==> src/rbx_pkg.sv <==
/*
 Shared constants and types of the remote binary exchange: channel count,
 frame layout, link state codes, timing figures and failure thresholds.
 Assumes a single 50 MHz device clock.
*/
package rbx_pkg;

    // ------------------------------------------------------------
    // channels and timing
    // ------------------------------------------------------------
    localparam int RBX_CHANNELS = 16;
    localparam int RBX_CLK_NS = 20;
    localparam int RBX_SEND_NS = 20000;
    localparam int RBX_SEND_CYC = (RBX_SEND_NS + RBX_CLK_NS - 1) / RBX_CLK_NS;
    localparam int RBX_RX_TIMEOUT_NS = 100000;
    localparam int RBX_RX_TIMEOUT_CYC =
        (RBX_RX_TIMEOUT_NS + RBX_CLK_NS - 1) / RBX_CLK_NS;
    localparam int RBX_FAIL_COUNT = 3;
    localparam int RBX_RECOVER_COUNT = 3;
    localparam int RBX_FIFO_DEPTH = 4;

    // ------------------------------------------------------------
    // reset values
    // ------------------------------------------------------------
    localparam logic [15:0] RBX_CHAN_RST = 16'h0000;

    // ------------------------------------------------------------
    // types
    // ------------------------------------------------------------
    typedef struct packed {
        logic [RBX_CHANNELS-1:0] chan;
        logic [RBX_CHANNELS-1:0] chan_n;
    } rbx_frame_t;

    localparam int RBX_FRAME_W = $bits(rbx_frame_t);

    typedef enum logic [1:0] {
        RBX_ST_RUN = 2'h1,
        RBX_ST_FAIL = 2'h2
    } rbx_state_t;

endpackage : rbx_pkg

==> src/rbx_link.sv <==
/*
 Remote binary exchange: sixteen local channel states are framed and sent
 to the peer at a fixed interval; frames from the peer are checked and
 their states driven on sixteen outputs, with failure detection and
 automatic recovery.
 Assumes one 50 MHz clock, synchronous inputs, and a link layer that
 takes whole frames by valid/ready and delivers received frames with a
 valid strobe and a line error flag.
*/
`timescale 1ns/1ps
`default_nettype none

module rbx_link
    import rbx_pkg::*;
#(
    parameter logic [15:0] SEND_PERIOD_CYC = 16'(RBX_SEND_CYC),
    parameter logic [15:0] RX_TIMEOUT_CYC = 16'(RBX_RX_TIMEOUT_CYC),
    parameter logic [7:0] FAIL_COUNT = 8'(RBX_FAIL_COUNT),
    parameter logic [7:0] RECOVER_COUNT = 8'(RBX_RECOVER_COUNT),
    parameter int FIFO_DEPTH = RBX_FIFO_DEPTH
) (
    input wire logic clk_in,
    input wire logic rst_n_in,
    input wire logic [RBX_CHANNELS-1:0] tx_chan_in,
    output logic [RBX_CHANNELS-1:0] rx_chan_out,
    output logic link_failure_flag_out,
    output logic link_tx_valid_out,
    output rbx_frame_t link_tx_frame_out,
    input wire logic link_tx_ready_in,
    input wire logic link_rx_valid_in,
    input wire rbx_frame_t link_rx_frame_in,
    input wire logic link_rx_error_in
);

    // ------------------------------------------------------------
    // state
    // ------------------------------------------------------------
    // bad_cnt runs only while running, good_cnt only while failed
    typedef struct packed {
        rbx_state_t st;
        logic [15:0] tick_cnt;
        logic pend;
        logic [15:0] silence_cnt;
        logic [7:0] bad_cnt;
        logic [7:0] good_cnt;
        logic [RBX_CHANNELS-1:0] rx_chan;
    } rbx_core_t;

    rbx_core_t q, d;

    logic tick;
    logic push;
    logic fifo_ready;
    logic good_ev;
    logic bad_ev;
    logic timeout;
    logic fail_due;
    logic recover_due;
    rbx_frame_t tx_frame;

    // complement copy lets the far end spot corrupted channel bits
    function automatic rbx_frame_t make_frame(
        input logic [RBX_CHANNELS-1:0] chan);
        rbx_frame_t f;
        f.chan = chan;
        f.chan_n = ~chan;
        return f;
    endfunction : make_frame

    function automatic logic frame_ok(input rbx_frame_t f);
        frame_ok = (f.chan == ~f.chan_n);
    endfunction : frame_ok

    // ------------------------------------------------------------
    // run counters
    // ------------------------------------------------------------
    // saturating, so a run can never wrap back below its threshold
    function automatic logic [7:0] run_next(input logic [7:0] cnt);
        run_next = (cnt == 8'hFF) ? cnt : cnt + 8'h01;
    endfunction : run_next

    // true when one more frame of the run reaches the threshold
    function automatic logic run_done(input logic [7:0] cnt,
        input logic [7:0] lim);
        run_done = (run_next(cnt) >= lim);
    endfunction : run_done

    // ------------------------------------------------------------
    // send path
    // ------------------------------------------------------------
    assign tick = (q.tick_cnt == SEND_PERIOD_CYC - 16'h0001);
    // ticks that fall while the fifo is full merge into the pending
    // request, so a long stall shows at the far end as a longer gap
    assign push = q.pend & fifo_ready;
    // sampled at the push, so the frame holds the freshest states
    assign tx_frame = make_frame(tx_chan_in);

    rbx_fifo #(
        .WIDTH(RBX_FRAME_W),
        .DEPTH(FIFO_DEPTH)
    ) u_tx_fifo (
        .clk_in(clk_in),
        .rst_n_in(rst_n_in),
        .in_valid_in(q.pend),
        .in_data_in(tx_frame),
        .in_ready_out(fifo_ready),
        .out_valid_out(link_tx_valid_out),
        .out_data_out(link_tx_frame_out),
        .out_ready_in(link_tx_ready_in)
    );

    // ------------------------------------------------------------
    // receive checks
    // ------------------------------------------------------------
    // a silent link counts as a bad frame, otherwise a dead fibre
    // would never raise the flag
    assign timeout = !link_rx_valid_in
        && (q.silence_cnt == RX_TIMEOUT_CYC - 16'h0001);
    assign good_ev = link_rx_valid_in && !link_rx_error_in
        && frame_ok(link_rx_frame_in);
    assign bad_ev = (link_rx_valid_in && !good_ev) || timeout;
    // thresholds look one frame ahead, so the state moves on the very
    // frame that completes the run
    assign fail_due = run_done(q.bad_cnt, FAIL_COUNT);
    assign recover_due = run_done(q.good_cnt, RECOVER_COUNT);

    // ------------------------------------------------------------
    // next state
    // ------------------------------------------------------------
    always_comb begin
        d = q;
        // free-running interval, no request from local logic needed
        if (tick) begin
            d.tick_cnt = 16'h0000;
        end else begin
            d.tick_cnt = q.tick_cnt + 16'h0001;
        end
        // a new tick wins over the clearing push; a stalled fifo keeps
        // the request pending rather than dropping it
        if (push) begin
            d.pend = 1'b0;
        end
        if (tick) begin
            d.pend = 1'b1;
        end
        if (link_rx_valid_in || timeout) begin
            d.silence_cnt = 16'h0000;
        end else begin
            d.silence_cnt = q.silence_cnt + 16'h0001;
        end
        case (q.st)
            RBX_ST_RUN: begin
                if (good_ev) begin
                    d.rx_chan = link_rx_frame_in.chan;
                    d.bad_cnt = 8'h00;
                end else if (bad_ev) begin
                    if (fail_due) begin
                        d.st = RBX_ST_FAIL;
                        d.bad_cnt = 8'h00;
                        d.good_cnt = 8'h00;
                    end else begin
                        d.bad_cnt = run_next(q.bad_cnt);
                    end
                end
            end
            RBX_ST_FAIL: begin
                // outputs frozen at the last valid states here
                if (good_ev) begin
                    if (recover_due) begin
                        d.st = RBX_ST_RUN;
                        d.good_cnt = 8'h00;
                        d.rx_chan = link_rx_frame_in.chan;
                    end else begin
                        d.good_cnt = run_next(q.good_cnt);
                    end
                end else if (bad_ev) begin
                    d.good_cnt = 8'h00;
                end
            end
            default: begin
                d.st = RBX_ST_FAIL;
            end
        endcase
    end

    always_ff @(posedge clk_in) begin
        if (!rst_n_in) begin
            q.st <= RBX_ST_RUN;
            q.tick_cnt <= 16'h0000;
            q.pend <= 1'b0;
            q.silence_cnt <= 16'h0000;
            q.bad_cnt <= 8'h00;
            q.good_cnt <= 8'h00;
            q.rx_chan <= RBX_CHAN_RST;
        end else begin
            q <= d;
        end
    end

    assign rx_chan_out = q.rx_chan;
    assign link_failure_flag_out = (q.st == RBX_ST_FAIL);
endmodule : rbx_link

`default_nettype wire

==> src/rbx_fifo.sv <==
/*
 Small first-in first-out buffer with valid/ready on both sides.
 Assumes one clock and a synchronous active-low reset.
*/
`timescale 1ns/1ps
`default_nettype none

module rbx_fifo
    import rbx_pkg::*;
#(
    parameter int WIDTH = RBX_FRAME_W,
    parameter int DEPTH = RBX_FIFO_DEPTH
) (
    input wire logic clk_in,
    input wire logic rst_n_in,
    input wire logic in_valid_in,
    input wire logic [WIDTH-1:0] in_data_in,
    output logic in_ready_out,
    output logic out_valid_out,
    output logic [WIDTH-1:0] out_data_out,
    input wire logic out_ready_in
);

    localparam int PW = (DEPTH > 1) ? $clog2(DEPTH) : 1;
    localparam int CW = $clog2(DEPTH + 1);

    typedef struct packed {
        logic [DEPTH-1:0][WIDTH-1:0] mem;
        logic [PW-1:0] wr_ptr;
        logic [PW-1:0] rd_ptr;
        logic [CW-1:0] count;
    } rbx_fifo_state_t;

    rbx_fifo_state_t q, d;
    logic push, pop;

    function automatic logic [PW-1:0] next_ptr(input logic [PW-1:0] p);
        next_ptr = (p == PW'(DEPTH - 1)) ? '0 : p + PW'(1);
    endfunction : next_ptr

    assign in_ready_out = (q.count != CW'(DEPTH));
    assign out_valid_out = (q.count != '0);
    assign out_data_out = q.mem[q.rd_ptr];
    assign push = in_valid_in & in_ready_out;
    assign pop = out_valid_out & out_ready_in;

    always_comb begin
        d = q;
        if (push) begin
            d.mem[q.wr_ptr] = in_data_in;
            d.wr_ptr = next_ptr(q.wr_ptr);
        end
        if (pop) begin
            d.rd_ptr = next_ptr(q.rd_ptr);
        end
        if (push && !pop) begin
            d.count = q.count + CW'(1);
        end else if (pop && !push) begin
            d.count = q.count - CW'(1);
        end
    end

    always_ff @(posedge clk_in) begin
        if (!rst_n_in) begin
            q <= '0;
        end else begin
            q <= d;
        end
    end
endmodule : rbx_fifo

`default_nettype wire

==> config.mk <==
export PLATFORM = sky130hd
export DESIGN_NAME = rbx_link
export DESIGN_NICKNAME = d
export VERILOG_FILES = /design/src/rbx_pkg.sv /design/src/rbx_link.sv /design/src/rbx_fifo.sv
export SDC_FILE = /design/constraint.sdc
export NUM_CORES = 1
export LEC_CHECK = 0
export ABC_AREA = 1
export BUFFER_PORTS_ARGS = -buffer_cell sky130_fd_sc_hd__buf_4
export CORE_UTILIZATION = 40
export CTS_CLUSTER_DIAMETER = 30
export DETAILED_ROUTE_END_ITERATION = 12
export PLACE_DENSITY = 0.7
export SLEW_MARGIN = 20
export SYNTH_ARGS = -nofsm -noshare
export SYNTH_HDL_FRONTEND = slang
export SYNTH_SLANG_ARGS = --single-unit
==> constraint.sdc <==
create_clock -name clk_in -period 3.4 [get_ports clk_in]
set_input_delay 0 -clock clk_in [delete_from_list [all_inputs] [get_ports clk_in]]
set_output_delay 0 -clock clk_in [all_outputs]
set_load 0.05 [all_outputs]
==> run metrics, run 1 <==
status=finished clean; pin slew with the least headroom to its limit=1.001 ns; Final period util=77.69%; register area share after synthesis=43.17%; Hold Crit Class=in2reg; Synth Warn #=0; final cell count without fillers=1753; worst-path cell chain=buf_4 > inv_1 > buf_4 > o21ai_0 > o22ai_1 > buf_4; fillers=2145; Avg WL per Cell=12.87 um; Setup Crit Path Kind=reg2out; post-synthesis instance total=1302; Psw=2773 uW; final hold violation count=0; Synth Cell Area=0.009368 mm^2; post-cts resize count=0; critical path launch point type=flop; Power Density=724.5 mW/mm^2; Worst Hold Depth=6; gr ovfl total=0; WL final=22.55 mm; Synth cell types=43; CTS max path bufs=3; ys flop type=dfxtp_1; Fin Clk Skew=0.02514 ns; Clk Latency, worst-skew pair=0.52 ns; starting DRC count in detailed routing=510; Final Slew Violations=0; fraction of registers with async set/reset=0%; Net Count, Synth=1368; post-route setup slack=0.7586 ns; adder-cell share of the synthesized area=1.816%; post-DR vias/cell=4.893; Gate power share=23.0%; Hold Crit Start=link_rx_valid_in; Multi-input gate area=0.004115 mm^2; critical path's largest stage delay=0.74 ns; fin crit period=2.641 ns; share of cells above drive strength 1=15.63%; core region area=0.02278 mm^2; Placer Congestion=0.8883; Synth Area per Inst=7.195 um^2; area share of xor/xnor cells in the synthesized design=0.7480%; TritonCTS Buffers=41; worst rel slew slack=33.00%; pin count of the biggest net entering global routing=82; P_int=5922 uW; Hold Path End=q[29]; Worst Setup End Kind=primary output; PortBufs=102; CTS tree=built; setup TNS=0 ns; detailed-route DRC error count=0; most used cell, CP=buf_4; complex-gate fraction of the synthesized area=18.97%; first-pass GRT wire length=37.66 mm; total track usage=18.86%; RSZ-0062 raised after global routing=no; R2R Setup Slk=1.36 ns; die area=0.02404 mm^2; Vias=8577; Bufs and invs on worst path=4; Max Cap Viol=0; Sequential Power Share=28.5%; initial antenna violation count=0; main combinational cell family by area after synthesis=simple AND/OR/NAND/NOR gates; Area after DPL=0.01017 mm^2; Sw Share=31.89%; highest clock rate=0.3786 GHz; post-route ant nets=0; Root Driver=clkbuf_16; ANT cells=0; clk sink count=202; die width=155.0 um; final setup vio count=0; Final #Nets=1474; Peak VDD IR=0.4541 mV; RR Startpoint=q[16]; Worst Path Required=3.40 ns; R2R depth=8; initial core utilization=41.13%; dpl hpwl=14.24 mm; Finished Cell Area=0.01200 mm^2; Ports=103; row count=55; Simple-Gate Fraction of Synth Area=22.29%; Yosys reg bits=202; hold_ws=0.06514 ns; clock slew at reported path FFs=0.04 ns; multiplexer share of the synthesized area=0%; Slowest cell on crit path=inv_1; dpl cells=1644; vias in the first global route=8162; CP Max Fanout=29; pre-CTS setup slack=1.368 ns; Critical Path AT=2.64 ns; Area growth, synth to finish=28.12%; FF+latch area=0.004045 mm^2; R2R Path End=rx_chan_out[13]; Die Y=155.0 um; cell family with most CP delay=buffers and inverters; Clock H-tree levels=2; first drt pass iteration count=7; Post-synth EDFFs=0; Lkg Pwr=0.004676 uW; clock group share of total power=48.4%
[sequential cells by signal (all words and copies together) (netlist names)]
signal and flops:
rx_chan_out 16, q 51, u_tx_fifo.q 135
[repair_timing]
action	4_1_cts	5_1_grt
endpoints found under the hold margin	164	0
buffers inserted	0	0
hold buffers	34	0
[cell usage after synthesis (20+ instances only)]
| cell type | number | area (um^2) |
|---|---|---|
| clkbuf_1 | 36 | 135.1 |
| dfxtp_1 | 202 | 4044 |
| a21oi_1 | 151 | 755.7 |
| buf_4 | 21 | 157.7 |
| nor2_1 | 186 | 698.2 |
| a211oi_1 | 64 | 480.5 |
| nor3_1 | 22 | 110.1 |
| o21ai_0 | 64 | 320.3 |
| nand3_1 | 27 | 135.1 |
| buf_2 | 20 | 100.1 |
| nand2_1 | 197 | 739.5 |
| inv_1 | 199 | 747.0 |
[routing by layer]
| layer | share of wire [%] | wire length (um) | vias up | GRT usage (%) |
|---|---|---|---|---|
| li1 | - | - | 4410 | - |
| met3 | 4.6 | 1032 | 62 | 3.398 |
| met4 | 3.2 | 731 | 0 | 8.204 |
| met5 | 0 | 0 | - | 0 |
| met1 | 45 | 10260 | 3907 | 23.65 |
| met2 | 47 | 10530 | 198 | 31.66 |
[logic make-up (layout without fill, tap and decap cells)]
family	after synthesis	after routing
compound gates	309	309
simple gates	478	478
flops	202	202
buf+inv	292	430
fa+ha+maj	13	13
xor+xnor	8	8
[power groups by stage]
stage / clock network, uW / logic [uW] / registers [uW]
floorplan: 0 / 1410 / 2520
global placement: 0 / 1940 / 2520
detailed placement: 0 / 1950 / 2530
CTS: 4290 / 2000 / 2480
global route: 4410 / 2180 / 2490
finish: 4210 / 2000 / 2480
[stage by stage]
step | power [uW] | util [%]
CTS | 8763 | 52.69
global route | 9078 | 52.69
finish | 8695 | 52.69
global placement | 4463 | 44.64
detailed placement | 4480 | 44.64
floorplan | 3931 | -
[final cells by class]
cell class,instances,share of cell area [%]
flip-flops and latches,202,33.71
multi-input cells,808,34.29
clock inverters,21,2.648
repair buffers,143,9.654
well taps,313,3.263
clock buffers,54,9.789
inverters,212,6.651
[worst max-delay path by stage]
stage          slack, ns      startpoint  depth (start not counted)               endpoint
6_report            0.76  u_tx_fifo.q[4]                          6   link_tx_frame_out[9]
5_1_grt             0.57  u_tx_fifo.q[4]                          7   link_tx_frame_out[0]
4_1_cts             0.83  u_tx_fifo.q[4]                          7  link_tx_frame_out[25]
3_5_place_dp        1.37  u_tx_fifo.q[4]                          7  link_tx_frame_out[25]
3_3_place_gp        1.40  u_tx_fifo.q[4]                          7  link_tx_frame_out[21]
2_1_floorplan       1.22  u_tx_fifo.q[0]                         11         u_tx_fifo.q[2]
[tightest hold or removal path: stages]
cell	delay (ns)
buf_4	0.11
inv_1	0.09
nand2_1	0.10
inv_2	0.09
nor2_4	0.06
nor2_1	0.08
[layout by cell type (no fill, tap or decap), drive strengths merged, types with 2 or more instances in the layout]
master	n
a31oi	3
buf	109
clkbuf	54
nor2	191
xor2	4
a211oi	64
clkinv	9
o21ai	67
ha	12
bufinv	6
nor4	5
nor3	34
nand2	199
xnor2	4
dlygate4sd3	34
dfxtp	202
nor3b	8
o22ai	16
clkinvlp	4
inv	214
nand3	27
a21oi	152
nand4	12
o21bai	4
o21a	2
No activity file was read; power rests on OpenSTA's default activity.
==> run 2, diff against run 1 <==
- PLACE_DENSITY: 0.7 -> 0.72
- clock period: 3.4 -> 2.3 ns (I/O delays scaled with it)
==> run 2 against run 1 <==
Combinational power up 51%. Register-to-register slack worse by 0.95 ns. Worst hold slack lost 0.024 ns. Total power up 53%. Die area did not move. First-iteration DRC count up 2.7%. Clock skew down 0.0052 ns. Worst setup slack got worse by 0.57 ns. Sequential power increased by 48%. Non-clock buffer count up 10. Critical path depth decreased by 1. Clock-buffer cell count is 5 lower.
==> run metrics, run 2 (synthesis gave the netlist of run 1 again) <==
Worst setup startpoint=u_tx_fifo.q[3]; Max Cap Viol=0 (unchanged); P_int=9034 uW (+53%); detailed-route DRC error count=0 (unchanged); Area growth, synth to finish=30.53%; max reg flops=135 (unchanged); clk sink count=202 (unchanged); Sequential Power Share=27.6% (-0.9 points); Peak VDD IR=1.115 mV (+150%); most frequent cells in the layout=dfxtp_1 (201), inv_1 (199), nand2_1 (193); worst rel slew slack=59.69% (+27 points); gr ovfl total=0 (unchanged); Slowest cell on crit path=buf_4; starting DRC count in detailed routing=524 (+2.7%); WL final=22.48 mm (-0.34%); initial core utilization=41.13% (unchanged); core region area=0.02278 mm^2 (unchanged); Gate power share=22.6% (-0.4 points); CTS tree=built; fillers=2066 (-3.7%); Hold Crit Class=in2reg; highest clock rate=0.4743 GHz; Worst Setup End Kind=primary output; die width=155.0 um (unchanged); Sw Share=32.06% (+0.18 points); clock group share of total power=49.8% (+1.4 points); clock slew at reported path FFs=0.05 ns (about the same); Setup Crit Path Kind=reg2out; Hold Crit Start=link_rx_valid_in; share of cells above drive strength 1=16.51% (+0.88 points); pin count of the biggest net entering global routing=57 (-30%); Clk Latency, worst-skew pair=0.53 ns (about the same); initial antenna violation count=0 (unchanged); worst-path cell chain=inv_2 > buf_4 > o21ai_0 > o22ai_1 > buf_4; Final period util=91.67%; final setup vio count=0 (unchanged); dpl hpwl=13.88 mm (-2.5%); CTS max path bufs=3 (unchanged); Die Y=155.0 um (unchanged); Critical Path AT=2.11 ns (-0.53 ns); commonest non-fill, non-tap cell in the layout=dfxtp_1; critical path's largest stage delay=0.44 ns (-0.30 ns); status=finished clean; Ports=103 (unchanged); post-DR vias/cell=4.829 (-1.3%); first drt pass iteration count=4 (-3); TritonCTS Buffers=44 (+7.3%); Fin Clk Skew=0.01993 ns (-0.005208 ns); Power Density=1087 mW/mm^2 (+50%); fin crit period=2.108 ns; Clock H-tree levels=2 (unchanged); most used cell, CP=buf_4; Worst Path Required=2.30 ns (-1.10 ns); Top reg by flops=u_tx_fifo.q; Final Slew Violations=0 (unchanged); critical path launch point type=flop; Psw=4264 uW (+54%); die area=0.02404 mm^2 (unchanged); total track usage=18.79% (-0.066 points); Lkg Pwr=0.004791 uW (+2.5%); Vias=8532 (-0.52%); CP Max Fanout=52 (+79%); PortBufs=102 (unchanged); setup TNS=0 ns (unchanged); first-pass GRT wire length=37.69 mm (about the same); Placer Congestion=0.8576 (-3.5%); ANT cells=0 (unchanged); pin slew with the least headroom to its limit=0.6046 ns (-0.3968 ns); final hold violation count=0 (unchanged); Root Driver=clkbuf_16; vias in the first global route=8174 (+0.15%); RR Startpoint=u_tx_fifo.q[0]; post-route ant nets=0 (unchanged); Avg WL per Cell=12.72 um (-1.1%); Final #Nets=1487 (+0.88%); RSZ-0062 raised after global routing=no; Overall Power=13300 uW (+53%); row count=55 (unchanged)
run 2: cell types whose count changed in the layout (fill, tap and decap cells not counted), moves of 3 or more:
| cell | change |
|---|---|
| clkbuf_8 | -7 |
| clkinv_2 | +6 |
| buf_12 | +5 |
| buf_4 | +5 |
| clkbuf_16 | +3 |
run 2: metrics by stage:
step	util, %	std cells	setup WS (ns)	cell area, um^2	hold slack (ns)
final	53.68	1767	0.1915	12230	0.04078
after global routing	53.68	1767	0.1386	12230	0.05111
after CTS	53.68	1767	0.1957	12230	0.03141
after detailed placement	45.25	1654	0.3990	10310	0.2975
after global placement	45.25	1654	0.4902	10310	0.2955
after floorplan	-	1302	0.1212	9368	0.1705
run 2: cell type report:
cell class / count / area (um^2) / share of cell area (%)
Clock buffer: 49 / 1150 / 9.403
Multi-Input combinational cell: 808 / 4115 / 33.65
Tap cell: 313 / 391.6 / 3.203
Sequential cell: 202 / 4045 / 33.08
Inverter: 212 / 798.3 / 6.528
Clock inverter: 30 / 431.7 / 3.530
Timing Repair Buffer: 153 / 1296 / 10.60
run 2: final timing paths:
check,slack [ns],depth (start not counted),end
setup / recovery,0.19,5,link_tx_frame_out[17]
hold / removal,0.04,6,q[29]
setup reg to reg,0.41,7,u_tx_fifo.q[1]
hold reg to reg,0.45,1,q[49]
run 2: critical path: cells and delay by family (launching register included):
kind            cells  cell delay (ns)
compound gates      2             0.48
buf+inv             3             0.76
flops               1             0.32
run 2: repair_timing:
item,in CTS,in global routing
hold buffers,34,0
endpoints found under the hold margin,164,0
resized for setup,0,0
setup buffers,0,0
run 2: metal layers:
layer  GRT usage, %  vias to the layer above  share of wire (%)
met5              0                        -                  0
met4          7.449                        0                2.4
met3          3.928                       46                4.4
met2          32.00                      163                 47
met1          23.14                     3889                 46
li1               -                     4434                  -
run 2: power by group through the flow:
stage,clock (uW),sequential [uW],combinational (uW)
after floorplan,0,3730,2090
after global placement,0,3730,2940
after detailed placement,0,3740,2950
after CTS,6720,3670,3020
after global routing,6910,3680,3260
final,6620,3670,3010
==> run 3, diff against run 2 <==
- ABC_AREA: 1 -> unset
- CORE_MARGIN: unset -> 1.5
- SYNTH_HIERARCHICAL: unset -> 1
==> run 3 against run 2 <==
Clock power decreased by 15%. Maximum frequency shrank 0.20%. Cell count down 24%. Non-clock buffer count grew 2. First-iteration DRC count fell by 25%. Register-to-register slack worse by 0.18 ns. Synthesized cell count shrank 31%. Via count down 20%. Global-route usage is 1.5 points lower. Critical path type is now in2reg. Largest power group unchanged. Highest routed layer unchanged.
==> run metrics, run 3 <==
status=finished clean; worst-path cell chain=dlygate4sd3_1 > buf_4 > xnor2_1 > nor4_1 > nand3_1 > nor4_1 > dlygate4sd3_1 > nand4_1 > mux2i_1; initial core utilization=40.76% (-0.37 points); vias in the first global route=6935 (-15%); Simple-Gate Fraction of Synth Area=16.65% (-5.6 points); PortBufs=102 (unchanged); Clk Latency, worst-skew pair=0.53 ns (about the same); Critical Path AT=2.56 ns (+0.45 ns); Placer Congestion=0.8102 (-5.5%); first-pass GRT wire length=33.71 mm (-11%); detailed-route DRC error count=0 (unchanged); area leader, netlist=dfxtp_1; Fin Clk Skew=0.02891 ns (+0.008979 ns); fin crit period=2.113 ns (+0.004153 ns); pin count of the biggest net entering global routing=89 (+56%); Post-synth EDFFs=0 (unchanged); core region area=0.02257 mm^2 (-0.91%); die area=0.02392 mm^2 (-0.48%); Synth Warn #=6 (+6); highest clock rate=0.4733 GHz (-0.20%); clock slew at reported path FFs=0.05 ns (about the same); Clock H-tree levels=2 (unchanged); cell family with most CP delay=buffers and inverters; die width=154.7 um (-0.24%); post-DR vias/cell=5.081 (+5.2%); WL final=20.53 mm (-8.7%); fillers=1961 (-5.1%); multiplexer share of the synthesized area=23.72% (+24 points); Slowest cell on crit path=dlygate4sd3_1; most frequent cell after synthesis=dfxtp_1; area share of the largest cell type after synthesis=43.95% (+0.79 points); worst rel slew slack=54.35% (-5.3 points); max reg flops=135 (unchanged); Worst Path Required=2.74 ns (+0.44 ns); CTS max path bufs=3 (unchanged); Lkg Pwr=0.004385 uW (-8.5%); Die Y=154.7 um (-0.24%); register area share after synthesis=43.95% (+0.79 points); Worst Setup End Kind=flop; CTS tree=built; Net Count, Synth=964 (-30%); main combinational cell family by area after synthesis=multiplexers; Hold Crit Class=in2reg; RSZ-0062 raised after global routing=no; fraction of registers with async set/reset=0% (unchanged); dpl hpwl=13.07 mm (-5.8%); post-route ant nets=0 (unchanged); Final Slew Violations=0 (unchanged); Top reg by flops=u_tx_fifo/q; Max Cap Viol=0 (unchanged); TritonCTS Buffers=38 (-14%); CP Max Fanout=3 (-94%); clk sink count=202 (unchanged); Final period util=91.85% (+0.18 points); starting DRC count in detailed routing=392 (-25%); Synth area leaders=dfxtp_1 (44%), mux2i_1 (16%), mux4_2 (7.8%), nand2_1 (7.4%), buf_12 (2.6%); total track usage=17.29% (-1.5 points); Avg WL per Cell=15.32 um (+20%); critical path launch point type=input port; Synth cell types=51 (+19%); Peak VDD IR=0.6552 mV (-41%); ys flop type=dfxtp_1; area share of xor/xnor cells in the synthesized design=4.189% (+3.4 points); most frequent cells in the layout=dfxtp_1 (198), nand2_1 (182), mux2i_1 (146); post-synthesis instance total=898 (-31%); Ports=103 (unchanged); adder-cell share of the synthesized area=1.850% (+0.033 points); Multi-input gate area=0.004507 mm^2 (+9.5%); setup TNS=0 ns (unchanged); Setup Crit Path Kind=in2reg; Layout Utilization=51.72% (-2.0 points); gr ovfl total=0 (unchanged); final setup vio count=0 (unchanged); critical path's largest stage delay=0.62 ns (+0.18 ns); final hold violation count=0 (unchanged); Synth top cells by count=dfxtp_1 (202), nand2_1 (182), mux2i_1 (146); R2R Setup Slk=0.23 ns (-0.18 ns); FF+latch area=0.004049 mm^2 (about the same); share of cells above drive strength 1=22.18% (+5.7 points); Yosys reg bits=202 (unchanged); hold_ws=0.02812 ns (-0.01266 ns); ANT cells=0 (unchanged); Synth Cell Area=0.009200 mm^2 (-1.8%); Synth Area per Inst=10.25 um^2 (+42%); Area growth, synth to finish=26.90%; initial antenna violation count=0 (unchanged); pin slew with the least headroom to its limit=0.6848 ns (+0.08020 ns); commonest non-fill, non-tap cell in the layout=dfxtp_1; Root Driver=clkbuf_16; Vias=6808 (-20%); complex-gate fraction of the synthesized area=2.462% (-17 points); first drt pass iteration count=4 (unchanged); Power Density=889.9 mW/mm^2 (-18%); row count=55 (unchanged); Final #Nets=1091 (-27%); Bufs and invs on worst path=3 (unchanged)
==> run 3: cell count changes after synthesis, sizes merged, moves of 9 or more <==
| cell | change |
|---|---|
| inv | -186 |
| mux2i | +146 |
| a21oi | -141 |
| nor2 | -132 |
| a211oi | -63 |
| o21ai | -56 |
| mux4 | +32 |
| nor3 | -29 |
| and3 | +24 |
| xnor2 | +21 |
| nand2 | -17 |
| o22ai | -16 |
| xor2 | +15 |
| nand3 | -9 |
==> run 3: worst min-delay path: stages <==
cell and delay, ns:
buf_4 0.08, xnor2_1 0.13, nor4_1 0.09, nand4bb_1 0.11
nand3_1 0.07
==> run 3: logic make-up (layout without fill, tap and decap cells) <==
kind of cell | Yosys count | in the layout
xor+xnor | 44 | 44
buf+inv | 93 | 250
mux | 178 | 178
flops | 202 | 202
simple gates | 333 | 333
compound gates | 35 | 35
fa+ha+maj | 13 | 13
==> run 3: layer usage <==
layer | GRT usage, % | vias up | wire (um)
li1 | - | 3329 | -
met5 | 0 | - | 0
met1 | 21.32 | 3244 | 8814
met2 | 29.34 | 196 | 9985
met3 | 4.203 | 39 | 1282
met4 | 6.319 | 0 | 445
==> run 3: final cells by class <==
class,instances,area share (%)
multi-input combinational,603,38.60
sequential,202,34.68
timing repair buffer,155,11.40
clock buffer,42,8.445
tap,285,3.054
clock inverter,28,3.011
inverter,25,0.8038
==> run 3: per-stage QoR <==
| stage | std cells | worst slack [ns] | area (um^2) | power, uW |
|---|---|---|---|---|
| after floorplan | 898 | 0.08706 | 9200 | 4405 |
| after global placement | 1233 | 0.2646 | 9953 | 4714 |
| after detailed placement | 1233 | 0.2029 | 9953 | 4733 |
| after CTS | 1340 | 0.1546 | 11660 | 10480 |
| after global routing | 1340 | 0.02288 | 11670 | 10800 |
| final | 1340 | 0.1874 | 11670 | 10390 |
==> run 3: final timing paths <==
| check | startpoint | end | cells after the start |
|---|---|---|---|
| worst min-delay path | link_rx_frame_in[11] | q[65] | 5 |
| worst min register to register | q[49] | q[49] | 1 |
| worst max register to register | q[35] | q[25] | 6 |
| worst max-delay path | link_rx_frame_in[28] | q[17] | 9 |
==> run 3: repair_timing <==
item,4_1_cts,5_1_grt
hold endpoints to repair,163,0
endpoints found under the setup margin,0,5
hold buffers,37,0
resized for setup,0,5
buffers inserted,0,0
==> run 3: where the power goes <==
| group | internal, uW | switching, uW | total, uW | leakage [uW] |
|---|---|---|---|---|
| sequential | 3570 | 134 | 3700 | 0.00163 |
| clock | 3640 | 2030 | 5660 | 0.000625 |
| combinational | 470 | 555 | 1020 | 0.00213 |
